===== config.mk =====
export PLATFORM = sky130hd
export DESIGN_NAME = mbd_top
export DESIGN_NICKNAME = d
export VERILOG_FILES = /design/src/design/mbd_pkg.sv /design/src/design/mbd_div3.sv /design/src/design/mbd_strobe.sv /design/src/design/mbd_top.sv
export SDC_FILE = /design/constraint.sdc
export NUM_CORES = 1
export LEC_CHECK = 0
export BUFFER_PORTS_ARGS = -buffer_cell sky130_fd_sc_hd__buf_2
export CORE_MARGIN = 5
export CORE_UTILIZATION = 50
export CTS_CLUSTER_DIAMETER = 50
export DETAILED_ROUTE_END_ITERATION = 7
export GPL_TIMING_DRIVEN = 1
export HOLD_SLACK_MARGIN = 0.02
export PLACE_DENSITY = 0.7
export RECOVER_POWER = 25
export SYNTH_ARGS = -nofsm -noshare
export SYNTH_HDL_FRONTEND = slang
export SYNTH_SLANG_ARGS = --single-unit

===== constraint.sdc =====
create_clock -name sys_clk_i -period 6.4 [get_ports sys_clk_i]
set_input_delay 0.96 -clock sys_clk_i [delete_from_list [all_inputs] [get_ports sys_clk_i]]
set_output_delay 0.96 -clock sys_clk_i [all_outputs]
set_load 0.005 [all_outputs]

===== src/design/mbd_pkg.sv =====
// Purpose: Shared constants for the processor bus glue (decode, clocking, strobe)
// Assumes: 250 MHz system clock; 15-bit processor address bus
// Notes: Times are kept in their own units; cycle counts derive from them
package mbd_pkg;

    // ************************************************************
    // Bus widths
    // ************************************************************
    localparam int ADDR_W = 15;
    localparam int DATA_W = 8;
    localparam int LOW_ADDR_W = 11;
    // Synchroniser idle image: read/write high, all other pins low
    localparam logic [ADDR_W+4:0] PIN_IDLE = {{ADDR_W{1'b0}}, 5'h10};

    // ************************************************************
    // Select vector bit positions
    // ************************************************************
    localparam int SEL_RAM = 0;
    localparam int SEL_DIAG = 1;
    localparam int SEL_ROM2 = 2;
    localparam int SEL_TLTR = 3;
    localparam int SEL_MEMC = 4;
    localparam int SEL_PLUG = 5;
    localparam int SEL_IRQC = 6;
    localparam int SEL_INST = 7;
    localparam int SEL_CHAR = 8;
    localparam int SEL_ROM6 = 9;
    localparam int SEL_ROM7 = 10;
    localparam int SEL_N = 11;

    // ************************************************************
    // Region bases: address bits 14..12, and 11..10 inside 3xxx
    // ************************************************************
    localparam logic [2:0] BLK_RAM = 3'h0;
    localparam logic [2:0] BLK_DIAG = 3'h1;
    localparam logic [2:0] BLK_ROM2 = 3'h2;
    localparam logic [2:0] BLK_PERI = 3'h3;
    localparam logic [2:0] BLK_INST = 3'h4;
    localparam logic [2:0] BLK_CHAR = 3'h5;
    localparam logic [2:0] BLK_ROM6 = 3'h6;
    localparam logic [2:0] BLK_ROM7 = 3'h7;
    localparam logic [1:0] SUB_TLTR = 2'h0;
    localparam logic [1:0] SUB_MEMC = 2'h1;
    localparam logic [1:0] SUB_PLUG = 2'h2;
    localparam logic [1:0] SUB_IRQC = 2'h3;

    // ************************************************************
    // Timing
    // ************************************************************
    localparam int SYS_CLK_MHZ = 250;
    localparam int PULSE_DELAY_NS = 250;
    localparam int PULSE_WIDTH_NS = 100;
    localparam int RST_DELAY_US = 100;
    localparam int PULSE_DELAY_CYC = (PULSE_DELAY_NS * SYS_CLK_MHZ) / 1000;
    localparam int PULSE_WIDTH_CYC = (PULSE_WIDTH_NS * SYS_CLK_MHZ + 999) / 1000;
    localparam int RST_DELAY_CYC = RST_DELAY_US * SYS_CLK_MHZ;
    localparam int CNT_W = 16;

    // ************************************************************
    // Strobe timer states
    // ************************************************************
    typedef enum logic [2:0] {
        MBD_PULSE_IDLE = 3'h1,
        MBD_PULSE_WAIT = 3'h2,
        MBD_PULSE_HIGH = 3'h4
    } mbd_pulse_state_t;

    // ************************************************************
    // Reset sequencer states
    // ************************************************************
    typedef enum logic [2:0] {
        MBD_RST_HOLD = 3'h1,
        MBD_RST_TIME = 3'h2,
        MBD_RST_RUN = 3'h4
    } mbd_rst_state_t;

endpackage : mbd_pkg


===== src/design/mbd_div3.sv =====
// Purpose: Divide-by-three processor clock from board clock edges
// Assumes: board_edge_i is a one-cycle pulse per board clock rising edge
// Notes: Models two J-K stages clocked together
`timescale 1ns/1ps
`default_nettype none
module mbd_div3
    import mbd_pkg::*;
(
    input wire logic sys_clk_i,
    input wire logic nrst_i,
    input wire logic board_edge_i,
    output logic cpu_clk_o
);
    logic qa;
    logic qb;
    logic next_qa;
    logic next_qb;

    // ************************************************************
    // J-K next state, both J high
    // ************************************************************
    always_comb begin
        next_qa = qa;
        next_qb = qb;
        if (board_edge_i) begin
            next_qa = ~qa | ~qb;   // Ka follows Qb
            next_qb = ~qb | qa;    // Kb is Qa inverted
        end
    end

    always_ff @(posedge sys_clk_i or negedge nrst_i) begin
        if (!nrst_i) begin
            qa <= 1'b1;
            qb <= 1'b0;
        end else begin
            qa <= next_qa;
            qb <= next_qb;
        end
    end

    assign cpu_clk_o = qb;  // Three board edges per period
endmodule : mbd_div3
`default_nettype wire


===== src/design/mbd_strobe.sv =====
// Purpose: Mid-period strobe generator timed from phase-two rise
// Assumes: rise_i is a one-cycle pulse at each phase-two rising edge
// Notes: Delay then fixed-width pulse, both in system clock cycles
`timescale 1ns/1ps
`default_nettype none
module mbd_strobe
    import mbd_pkg::*;
#(
    parameter int DELAY_CYC = PULSE_DELAY_CYC,
    parameter int WIDTH_CYC = PULSE_WIDTH_CYC
) (
    input wire logic sys_clk_i,
    input wire logic nrst_i,
    input wire logic rise_i,
    output logic strobe_o
);
    mbd_pulse_state_t state;
    mbd_pulse_state_t next_state;
    logic [CNT_W-1:0] cnt;
    logic [CNT_W-1:0] next_cnt;
    logic next_strobe;

    // ************************************************************
    // Timer
    // ************************************************************
    always_comb begin
        next_state = state;
        next_cnt = cnt;
        next_strobe = 1'b0;
        case (state)
            MBD_PULSE_IDLE: begin
                if (rise_i) begin
                    next_state = MBD_PULSE_WAIT;
                    next_cnt = CNT_W'(DELAY_CYC - 1);
                end
            end
            MBD_PULSE_WAIT: begin
                if (cnt == '0) begin
                    next_state = MBD_PULSE_HIGH;
                    next_cnt = CNT_W'(WIDTH_CYC - 1);
                    next_strobe = 1'b1;
                end else begin
                    next_cnt = cnt - 1'b1;
                end
            end
            MBD_PULSE_HIGH: begin
                if (cnt == '0) begin
                    next_state = MBD_PULSE_IDLE;
                end else begin
                    next_cnt = cnt - 1'b1;
                    next_strobe = 1'b1;           // Fixed width
                end
            end
            default: begin
                next_state = MBD_PULSE_IDLE;
            end
        endcase
    end

    always_ff @(posedge sys_clk_i or negedge nrst_i) begin
        if (!nrst_i) begin
            state <= MBD_PULSE_IDLE;
            cnt <= '0;
            strobe_o <= 1'b0;
        end else begin
            state <= next_state;
            cnt <= next_cnt;
            strobe_o <= next_strobe;
        end
    end
endmodule : mbd_strobe
`default_nettype wire


===== src/design/mbd_top.sv =====
// Purpose: Processor bus glue: clock divider, reset, select decode, strobe, buffer control
// Assumes: All processor and board inputs are asynchronous pins
// Notes: Every output is registered; selects are one-hot or all low
`timescale 1ns/1ps
`default_nettype none
module mbd_top
    import mbd_pkg::*;
#(
    parameter int RESET_DELAY_CYC = RST_DELAY_CYC
) (
    input wire logic sys_clk_i,
    input wire logic nrst_i,
    input wire logic board_clk_i,
    input wire logic power_good_i,
    input wire logic [ADDR_W-1:0] addr_i,
    input wire logic rw_i,
    input wire logic valid_address_flag_i,
    input wire logic phase_two_i,
    output logic cpu_clk_o,
    output logic reset_out_low_o,
    output logic [ADDR_W-1:0] sys_addr_o,
    output logic write_low_o,
    output logic mid_cycle_pulse_o,
    output logic addr_buf_en_o,
    output logic data_buf_to_bus_o,
    output logic data_buf_en_o,
    output logic scratch_memory_select_o,
    output logic diag_rom_select_o,
    output logic rom_two_select_o,
    output logic translator_select_o,
    output logic mem_ctrl_select_o,
    output logic plugin_bus_select_o,
    output logic irq_ctrl_select_o,
    output logic instrument_bus_select_o,
    output logic char_gen_select_o,
    output logic rom_six_select_o,
    output logic rom_seven_select_o
);
    // ************************************************************
    // Decode function
    // ************************************************************
    function automatic logic [SEL_N-1:0] region_sel(input logic [ADDR_W-1:0] a);
        logic [SEL_N-1:0] s;
        s = '0;
        case (a[14:12])
            BLK_RAM: s[SEL_RAM] = 1'b1;
            BLK_DIAG: s[SEL_DIAG] = 1'b1;
            BLK_ROM2: s[SEL_ROM2] = 1'b1;
            BLK_PERI: begin
                case (a[11:10])
                    SUB_TLTR: s[SEL_TLTR] = 1'b1;
                    SUB_MEMC: s[SEL_MEMC] = 1'b1;
                    SUB_PLUG: s[SEL_PLUG] = 1'b1;
                    SUB_IRQC: s[SEL_IRQC] = 1'b1;
                    default: s = '0;
                endcase
            end
            BLK_INST: s[SEL_INST] = 1'b1;
            BLK_CHAR: s[SEL_CHAR] = 1'b1;
            BLK_ROM6: s[SEL_ROM6] = 1'b1;
            BLK_ROM7: s[SEL_ROM7] = 1'b1;
            default: s = '0;
        endcase
        return s;
    endfunction : region_sel

    // ************************************************************
    // Input synchronisers
    // ************************************************************
    logic [ADDR_W+4:0] pin_meta;
    logic [ADDR_W+4:0] pin_sync;
    logic [ADDR_W+4:0] next_pin_meta;
    logic [ADDR_W-1:0] addr_s;
    logic rw_s;
    logic valid_s;
    logic e_s;
    logic bclk_s;
    logic pg_s;
    logic e_d;
    logic bclk_d;
    logic next_e_d;
    logic next_bclk_d;

    always_comb begin
        next_pin_meta = {addr_i, rw_i, valid_address_flag_i, phase_two_i, board_clk_i, power_good_i};
        next_e_d = e_s;
        next_bclk_d = bclk_s;
    end

    always_ff @(posedge sys_clk_i or negedge nrst_i) begin
        if (!nrst_i) begin
            // Idle image, so no false write strobe leaves reset
            pin_meta <= PIN_IDLE;
            pin_sync <= PIN_IDLE;
            e_d <= 1'b0;
            bclk_d <= 1'b0;
        end else begin
            pin_meta <= next_pin_meta;
            pin_sync <= pin_meta;
            e_d <= next_e_d;
            bclk_d <= next_bclk_d;
        end
    end

    assign {addr_s, rw_s, valid_s, e_s, bclk_s, pg_s} = pin_sync;

    // ************************************************************
    // Clock divider and strobe
    // ************************************************************
    // The processor itself makes phase two by dividing this clock by four.
    mbd_div3 u_div3 (
        .sys_clk_i(sys_clk_i),
        .nrst_i(nrst_i),
        .board_edge_i(bclk_s & ~bclk_d),
        .cpu_clk_o(cpu_clk_o)
    );

    mbd_strobe u_strobe (
        .sys_clk_i(sys_clk_i),
        .nrst_i(nrst_i),
        .rise_i(e_s & ~e_d),                   // Timed from phase-two rise
        .strobe_o(mid_cycle_pulse_o)
    );

    // ************************************************************
    // Reset sequencer
    // ************************************************************
    mbd_rst_state_t rst_state;
    mbd_rst_state_t next_rst_state;
    logic [CNT_W+1:0] rst_cnt;
    logic [CNT_W+1:0] next_rst_cnt;
    logic next_reset_out;

    always_comb begin
        next_rst_state = rst_state;
        next_rst_cnt = rst_cnt;
        next_reset_out = 1'b0;
        case (rst_state)
            MBD_RST_HOLD: begin
                if (pg_s) begin
                    next_rst_state = MBD_RST_TIME;
                    next_rst_cnt = (CNT_W+2)'(RESET_DELAY_CYC - 1);
                end
            end
            MBD_RST_TIME: begin
                if (!pg_s) begin
                    next_rst_state = MBD_RST_HOLD;
                end else if (rst_cnt == '0) begin
                    next_rst_state = MBD_RST_RUN;
                    next_reset_out = 1'b1;
                end else begin
                    next_rst_cnt = rst_cnt - 1'b1;
                end
            end
            MBD_RST_RUN: begin
                // Loss of power good drops reset at once
                if (!pg_s) begin
                    next_rst_state = MBD_RST_HOLD;
                end else begin
                    next_reset_out = 1'b1;
                end
            end
            default: begin
                next_rst_state = MBD_RST_HOLD;
            end
        endcase
    end

    always_ff @(posedge sys_clk_i or negedge nrst_i) begin
        if (!nrst_i) begin
            rst_state <= MBD_RST_HOLD;
            rst_cnt <= '0;
            reset_out_low_o <= 1'b0;
        end else begin
            rst_state <= next_rst_state;
            rst_cnt <= next_rst_cnt;
            reset_out_low_o <= next_reset_out;
        end
    end

    // ************************************************************
    // Select decode and buffer control
    // ************************************************************
    logic dec_en;
    logic [SEL_N-1:0] sel;
    logic [SEL_N-1:0] next_sel;
    logic next_write_low;
    logic next_to_bus;
    logic next_buf_en;

    always_comb begin
        dec_en = valid_s & reset_out_low_o & e_s;
        next_sel = dec_en ? region_sel(addr_s) : '0;
        next_write_low = rw_s;
        next_to_bus = ~rw_s;
        // On-side devices answer directly, so the buffer must not fight them.
        next_buf_en = ~(next_sel[SEL_RAM] | next_sel[SEL_DIAG] | next_sel[SEL_ROM2]
                      | next_sel[SEL_ROM6] | next_sel[SEL_ROM7] | next_sel[SEL_PLUG]);
    end

    always_ff @(posedge sys_clk_i or negedge nrst_i) begin
        if (!nrst_i) begin
            sel <= '0;
            sys_addr_o <= '0;
            write_low_o <= 1'b1;
            data_buf_to_bus_o <= 1'b0;
            data_buf_en_o <= 1'b1;
            addr_buf_en_o <= 1'b1;
        end else begin
            sel <= next_sel;
            sys_addr_o <= addr_s;
            write_low_o <= next_write_low;
            data_buf_to_bus_o <= next_to_bus;
            data_buf_en_o <= next_buf_en;
            addr_buf_en_o <= 1'b1;
        end
    end

    assign scratch_memory_select_o = sel[SEL_RAM];
    assign diag_rom_select_o = sel[SEL_DIAG];
    assign rom_two_select_o = sel[SEL_ROM2];
    assign translator_select_o = sel[SEL_TLTR];
    assign mem_ctrl_select_o = sel[SEL_MEMC];
    assign plugin_bus_select_o = sel[SEL_PLUG];
    assign irq_ctrl_select_o = sel[SEL_IRQC];
    assign instrument_bus_select_o = sel[SEL_INST];
    assign char_gen_select_o = sel[SEL_CHAR];
    assign rom_six_select_o = sel[SEL_ROM6];
    assign rom_seven_select_o = sel[SEL_ROM7];
endmodule : mbd_top
`default_nettype wire


=== After elaboration in Yosys (flattened, before gate mapping) ===
Cells that the tools add are included.

* Bits in registers: 115
* Latch bits: 0
* Bits in writable memories: 0
* Memory bits (read-only): 0
* Bits of input ports: 22
* Output and inout port bits: 33
* Word-level logic and storage cells: 108
* Memories: 0

* Add/sub/neg operators: 2
* Multiply operators: 0
* Div/mod/pow operators: 0
* Order comparisons: 0
* Equality and inequality tests: 25
* Shifts and indexed selects: 0
* Mux-type cells: 37
* Bitwise operators: 17
* Reduce and logical (&&, ||, !) cells: 10

{| class="wikitable"
|+ Operators by type and width
! kind !! number
|-
| 2-to-1 mux 18 bit || 3
|-
| 2-to-1 mux 16 bit || 3
|-
| one-hot mux 16 bit (3 select lines) || 1
|-
| one-hot mux 18 bit (2 select lines) || 1
|-
| 2-to-1 mux 3 bit || 7
|-
| == test 3 bit, second input constant || 6
|-
| logical NOT 18 bit || 1
|-
| one-hot mux 3 bit (3 select lines) || 2
|-
| subtractor 18 x 1 -> 18 bit, second input constant || 1
|-
| logical NOT 16 bit || 1
|-
| 2-to-1 mux 1 bit || 16
|-
| subtractor 16 x 1 -> 16 bit, second input constant || 1
|-
| == test 3 x 2 -> 1 bit, second input constant || 4
|-
| 2-to-1 mux 11 bit || 1
|-
| != test 2 bit, second input constant || 5
|-
| == test 3 x 1 -> 1 bit, second input constant || 3
|-
| AND reduction 3 bit || 3
|-
| OR 1 bit || 7
|-
| != test 2 x 1 -> 1 bit, second input constant || 3
|-
| NOT 1 bit || 6
|-
| AND 1 bit || 4
|-
| == test 2 bit, second input constant || 2
|-
| 2-to-1 mux 4 bit || 1
|-
| one-hot mux 1 bit (2 select lines) || 2
|-
| 7 further kinds || 7
|}

=== Depth between registers and ports, before layout ===
Gate-level depths: netlist of the first run.

* Word-level depth: 10
* Gate-level depth with buffers: 9
* Mapped depth without buffers: 8

=== Hierarchy ===
From an unflattened synthesis of the first run, not the netlist that was laid out.

* Cell total of the unflattened synthesis: 347
* Area, all modules: 4495.6 µm²

{| class="wikitable"
|+ By module, submodules not included
! module !! times used !! cells each !! area an instance (µm²) !! seq. area each (µm²)
|-
| mbd_top || 1 || 223 || 3211.8 || 2333.5
|-
| mbd_strobe || 1 || 117 || 1204.9 || 501.7
|-
| mbd_div3 || 1 || 7 || 78.8 || 51.3
|}

=== Worst setup path after synthesis of the first run ===
Ideal clock, no wire load.

* Path kind: register to register
* Start: register u_strobe.cnt[7]
* End: register u_strobe.cnt[14]
* Library setup time: 0.077 ns
* Arrival time: 2.217 ns
* Data required time: 6.323 ns
* Slack: 4.105 ns
* Stages on the path, launching flop included: 6
* Path buffers: 0
* Clock period less this slack: 2.295 ns
* Cells stage by stage: dfrtp_1 > or4_4 > or3_4 > or4_4 > or3_1 > a21oi_1

* Longest elaborated chain between the ends: 3
* Elaborated cells between the ends (all ways): 7
* Classes of those cells: add/sub: 1; eq/ne: 1; mux: 3; reduce/logical: 2

{| class="wikitable"
|+ Ends and longest elaborated chain
! what !! line !! source
|-
| from (decl) || mbd_strobe.sv:19 || <nowiki>logic [CNT_W-1:0] cnt;</nowiki>
|-
| from (signal assigned) || mbd_strobe.sv:67 || <nowiki>cnt <= next_cnt;</nowiki>
|-
| subtractor 16 x 1 -> 16 bit or logical NOT 16 bit (tied branches) || n/a ||
|-
| 2-to-1 mux 16 bit (tied with other cells) || mbd_strobe.sv:47 || <nowiki>if (cnt == '0) begin</nowiki>
|-
| one-hot mux 16 bit (3 select lines) or AND reduction 3 bit (tied branches) || n/a ||
|}

Parallel ways exist; a longest one is shown, timed or not. The select of a mux whose other input is x is not followed.
A chain may end at the register's enable or synchronous reset.

==> results.toml, run 1 <==
[critical_path]
crit_type = "in2async"
cp.required_ns = 6.90
path_cells = "clkbuf_1 > buf_4"
startpoint_type = "input port"
slowest_stage = "clkbuf_1"
r2r_slack_ns = 3.72
crit_arrival_ns = 3.22
worstPathMaxFanout = 81
cp_num_buf_inv = 2
crit_family = "buffers and inverters"
worstSetupEndpointType = "asynchronous set/reset pin"
cpPeakStageDelay_ns = 1.29

[die]
io-pin-count = 55
die_height_um = 103
core_area_mm2 = 0.00830
initial_core_util_pct = 51.7
dieArea_mm2 = 0.0105
fp-row-count = 33
die_w_um = 103

[detailed_routing]
drcViolationCount = 0
drt-wirelength-per-cell_um = 15.4
maxUsedRoutingLayer = "met4"
dr_total_vias = 2821
detail_route.first_pass.iterations = 4
dr_wl_met3_um = 383
drt_wl_total_mm = 8.00
drt-met1-wl_mm = 3.47
viasPerCell = 5.41
wl_met2_mm = 4.06
drtAntennaViolNets = 0
drt_iter0_drc = 129

[synth]
yosysWarnings = 0
synth_top_area_share_pct = 63.0
yosys_most_used_dff = "dfrtp_1"
synth_cells = 341
synth_cell_type_count = 50
synth_seq_cells = 115
synthTopCellsByCount = "dfrtp_1, nor2_1, a21oi_1"
synth_edf_count = 0
avgSynthCellArea_um2 = 12.6
yosysMostFrequentCell = "dfrtp_1"
synth_area_leader_cell = "dfrtp_1"
syn_nets = 367
netlist_area_mm2 = 0.00429
yosysSeqAreaShare_pct = 67.3
synth_area_leaders = "dfrtp_1, dfstp_2, xor2_1"
async_reset_ff_share_pct = 100

[placed_design]
globalplace.congestion = 0.925
dp_hpwl_mm = 5.14
place_ws_ns = 3.76
portBuffers = 53

[cells_and_area]
n_antenna_cell = 0
area_growth_syn_to_layout_pct = 21.7
nFillCells = 613
final_layout_size_suffix_gt1_share_pct = 25.0
final_nets = 429

[global_routing]
first_global_vias = 2856
grt_max_degree = 82
grt_first_pass_wirelength_mm = 13.9
grt_util_all_layers_pct = 17.3
grt-ovfl-total = 0
grt_antenna_before_repair = 0

[clock_tree]
cts_buffer_depth = 2
clk_latency_ns = 0.50
cts_hold_repair.buffers = 0
clock_sinks = 115
cts_buffers = 17
ctsHtreeMaxLevel = 4
cts_resized = 0
clk_pin_slew_worst_paths_ns = 0.06
root_buffer = "clkbuf_8"
cts_tree = "done"
postCtsSetupRepairBufs = 0

[power_and_ir_drop]
ir_drop_mv = 0.213
p_leak_uw = 0.00234
power_density_mw_per_mm2 = 353

[min_path]
hold_path.class = "reg2reg"

[sta]
fin_crit_ns = 2.72
rsz0062_at_grt = "no"
timing.fmax_ghz = 0.368
maxSlewHeadroom_pct = -22.1
final-setup-viol-count = 0
timing.hold.ws_ns = 0.346
slew_violations = 36
finalClockSkew_ns = 0.00687
max_slew.worst_pin.slew_ns = 1.83
finalCritPeriodShare_pct = 42.5
fin_tns_setup_ns = 0
hold_violations = 0
worst_slack_ns = 3.68

[run_status]
status = "finished, violations left"
violations = "capacitance limit, slew limit"

[flow_run]
max-cap-violations = 1
-- metal layers --
metal | vias to the layer above | global-route usage, %
met1 | 1401 | 22.1
met5 | - | 0
met4 | 0 | 6.76
met3 | 9 | 5.55
li1 | 1354 | -
met2 | 57 | 27.6
-- cell type report --
type	count	area [um2]	area share (%)
flip-flops and latches	115	2890	55.3
multi-input cells	204	1310	25.1
clock buffers	17	414	7.93
inverters	11	41.3	0.791
well taps	105	131	2.52
repair buffers	54	272	5.20
clock inverters	15	168	3.21
-- cells in the final DEF, fill, tap and decap left out, types with 7 or more instances in the layout --
| cell | instances |
|---|---|
| nand3_1 | 12 |
| dfrtp_1 | 108 |
| nand2_1 | 16 |
| inv_1 | 11 |
| o31ai_1 | 7 |
| xor2_1 | 10 |
| inv_6 | 7 |
| a21oi_1 | 17 |
| nor2_1 | 23 |
| nor3_1 | 10 |
| o21ai_0 | 12 |
| or3_1 | 8 |
| nor3b_1 | 9 |
| buf_2 | 52 |
| clkbuf_16 | 16 |
-- through the flow --
| step | utilization [%] | total power (uW) | area (um2) | instances |
|---|---|---|---|---|
| detailed placement | 56.0 | 945 | 4640 | 489 |
| global placement | 56.0 | 937 | 4640 | 489 |
| CTS | 63.0 | 1870 | 5230 | 521 |
| finish | 62.9 | 1850 | 5220 | 521 |
| global route | 62.9 | 1930 | 5220 | 521 |
| floorplan | - | 893 | 4290 | 341 |
-- power by group --
part	internal, uW	switching (uW)	total [uW]
Sequential	775	38.6	813
Clock	564	349	913
Combinational	46.8	73.0	120
-- cells by family after synthesis --
logic type      count (synthesis)  synth area share, %
compound gates                 53                 7.93
mux                             5                 1.22
fa+ha+maj                       4                 1.17
simple gates                  129                 17.7
flops                         115                 67.3
other cells                     1               0.0874
buf+inv                        22                 2.19
xor+xnor                       12                 2.45
-- final timing paths --
path / from / endpoint / depth (start not counted)
min: pin_meta[1] / pin_sync[1] / 0
max: nrst_i / e_d / 2
max reg2reg: u_strobe.cnt[13] / u_strobe.cnt[7] / 5
max in group sys_clk_i: u_strobe.cnt[13] / u_strobe.cnt[7] / 5
min reg2reg: pin_meta[1] / pin_sync[1] / 0
min in group asynchronous: nrst_i / u_strobe.cnt[13] / 1
-- worst register-to-register path, delay by kind of cell, from the launching register on --
| family | cells | cell delay (ns) |
|---|---|---|
| AO/OA/AOI/OAI | 3 | 1.33 |
| AND/OR/NAND/NOR | 2 | 0.87 |
| flip-flops | 1 | 0.40 |
-- flip-flops by register name, summed over array words and instances (netlist names), 3 cells and up --
name,flops
pin_meta,20
pin_sync,20
rst_cnt,18
u_strobe.cnt,16
sys_addr_o,15
sel,11
rst_state,3
u_strobe.state,3
No activity file was read; power rests on OpenSTA's default activity.
==> run 2: changes to the inputs <==
- PLACE_DENSITY: 0.7 -> 0.73
- clock period: 6.4 -> 2.3 ns (I/O delays scaled with it)
==> run 2 against run 1 <==
The flow now finishes without violations. Clock power rose to 2.9 times the previous value. Non-clock buffer count increased by 39. Sequential power grew to 2.8 times the previous value. Routed wire length is 9.5% higher. Clock-buffer cell count rose by 1. Via count up 5.0%. Flip-flop and latch count did not move. Highest routed layer unchanged.
==> results.toml, run 2 (synthesis results as in run 1) <==
[detailed_routing]
drt-wirelength-per-cell_um = 15.6
dr_total_vias = 2962
drt_wl_total_mm = 8.76
drcViolationCount = 0
viasPerCell = 5.29
detail_route.first_pass.iterations = 4
drtAntennaViolNets = 0
drt_iter0_drc = 126

[sta]
worst_slack_ns = 0.0306
fin_crit_ns = 2.27
hold_violations = 0
final-setup-viol-count = 0
slew_violations = 0
max_slew.worst_pin.slew_ns = 1.47
maxSlewHeadroom_pct = 1.86
finalCritPeriodShare_pct = 98.7
timing.hold.ws_ns = 0.340
rsz0062_at_grt = "yes"
fin_tns_setup_ns = 0
finalClockSkew_ns = 0.00863
timing.fmax_ghz = 0.441

[power_and_ir_drop]
p_leak_uw = 0.00251
power_density_mw_per_mm2 = 944
ir_drop_mv = 0.614

[die]
initial_core_util_pct = 51.7
die_w_um = 103
io-pin-count = 55
core_area_mm2 = 0.00830
fp-row-count = 33
dieArea_mm2 = 0.0105
die_height_um = 103

[placed_design]
place_ws_ns = 0.000110
dp_hpwl_mm = 5.25
globalplace.congestion = 0.842
portBuffers = 53
place_inst = 506

[cells_and_area]
final_layout_size_suffix_gt1_share_pct = 27.0
final_nets = 468
n_antenna_cell = 0
final_cell_mix = "dfrtp_1, buf_2, nor2_1"
final_common_cell = "dfrtp_1"
largestRegisters = "pin_meta (20), pin_sync (20), rst_cnt (18)"
instances_no_fill = 560
area_growth_syn_to_layout_pct = 30.7

[critical_path]
crit_family = "simple AND/OR/NAND/NOR gates"
rr_startpoint = "u_strobe.cnt[7]"
cp_num_buf_inv = 0
slowest_stage = "or4_4"
cpPeakStageDelay_ns = 0.53
crit_arrival_ns = 2.70
worstPathMaxFanout = 3
crit_top_cell = "or4_4"
startpoint_type = "flop"
cp.required_ns = 2.73
worstSetupEndpointType = "flop"
path_cells = "or4_4 > or3_4 > or4_4 > or3_1 > a21oi_1"
crit_type = "reg2reg"
critical_path.startpoint = "u_strobe.cnt[7]"

[min_path]
hold_path.class = "reg2reg"
min_from = "pin_sync[9]"

[global_routing]
grt-ovfl-total = 0
grt_first_pass_wirelength_mm = 14.4
first_global_vias = 3010
grt_util_all_layers_pct = 17.9
grt_antenna_before_repair = 0
grt_max_degree = 116

[run_status]
status = "finished, final reports clean"

[clock_tree]
cts_tree = "done"
clock_sinks = 115
root_buffer = "clkbuf_8"
cts_buffer_depth = 2
cts_buffers = 17
clk_pin_slew_worst_paths_ns = 0.06
clk_latency_ns = 0.51
ctsHtreeMaxLevel = 4

[flow_run]
max-cap-violations = 0
## run 2: cell count changes in the layout (fill, tap and decap cells not counted), sizes merged
cell,previous run,this run
dlygate4sd3,0,21
buf,53,66
inv,19,14
clkinvlp,1,3
clkbuf,18,24
bufinv,2,3
clkinv,4,5
## run 2: path summary, 6_finish.rpt
path                                     to  slack [ns]  cells past startpoint
max                        u_strobe.cnt[14]        0.03                      5
min                           sys_addr_o[4]        0.34                      0
max reg2reg                u_strobe.cnt[14]        0.03                      5
min reg2reg                   sys_addr_o[4]        0.34                      0
max in group asynchronous   u_strobe.cnt[3]        0.51                      3
min in group asynchronous  u_strobe.cnt[14]        0.84                      3
## run 2: report_power, final
part	internal, uW	leakage [uW]	total (uW)	switching, uW
Sequential	2160	0.00139	2260	105
Clock	1690	0.000290	2630	944
Combinational	175	0.000839	399	224
Total	4020	0.00251	5290	1270
## run 2: area by class of cell
| class | count | area, um2 |
|---|---|---|
| Fill cell | 565 | 2690 |
| Inverter | 11 | 41.3 |
| Sequential cell | 115 | 2890 |
| Timing Repair Buffer | 93 | 616 |
| Multi-Input combinational cell | 204 | 1330 |
| Tap cell | 105 | 131 |
| Clock buffer | 18 | 428 |
| Clock inverter | 14 | 178 |
## run 2: what timing repair did
| action | CTS | global route |
|---|---|---|
| hold buffers | 21 | 0 |
| endpoints found under the setup margin | 0 | 5 |
| resized for setup | 0 | 4 |
| endpoints found under the hold margin | 128 | 0 |
| setup buffers | 0 | 1 |
## run 2: through the flow
stage                     total power [uW]  cell area (um2)  util, %
final                                 5290             5610     67.6
after global routing                  5510             5610     67.6
after CTS                             5330             5600     67.5
after detailed placement              2650             4780     57.7
after global placement                2630             4780     57.7
after floorplan                       2490             4290        -
## run 2: routing by layer
metal / wire, um / share of wire (%) / track usage, %
met1: 3700 / 42 / 21.9
met2: 4570 / 52 / 30.2
met3: 407 / 4.6 / 6.09
met4: 80 / 0.91 / 5.35
met5: 0 / 0 / 0
## run 2: worst register-to-register path, cell delays in order (launching register included)
cell     delay (ns)
dfrtp_1        0.37
or4_4          0.53
or3_4          0.34
or4_4          0.51
or3_1          0.31
a21oi_1        0.12
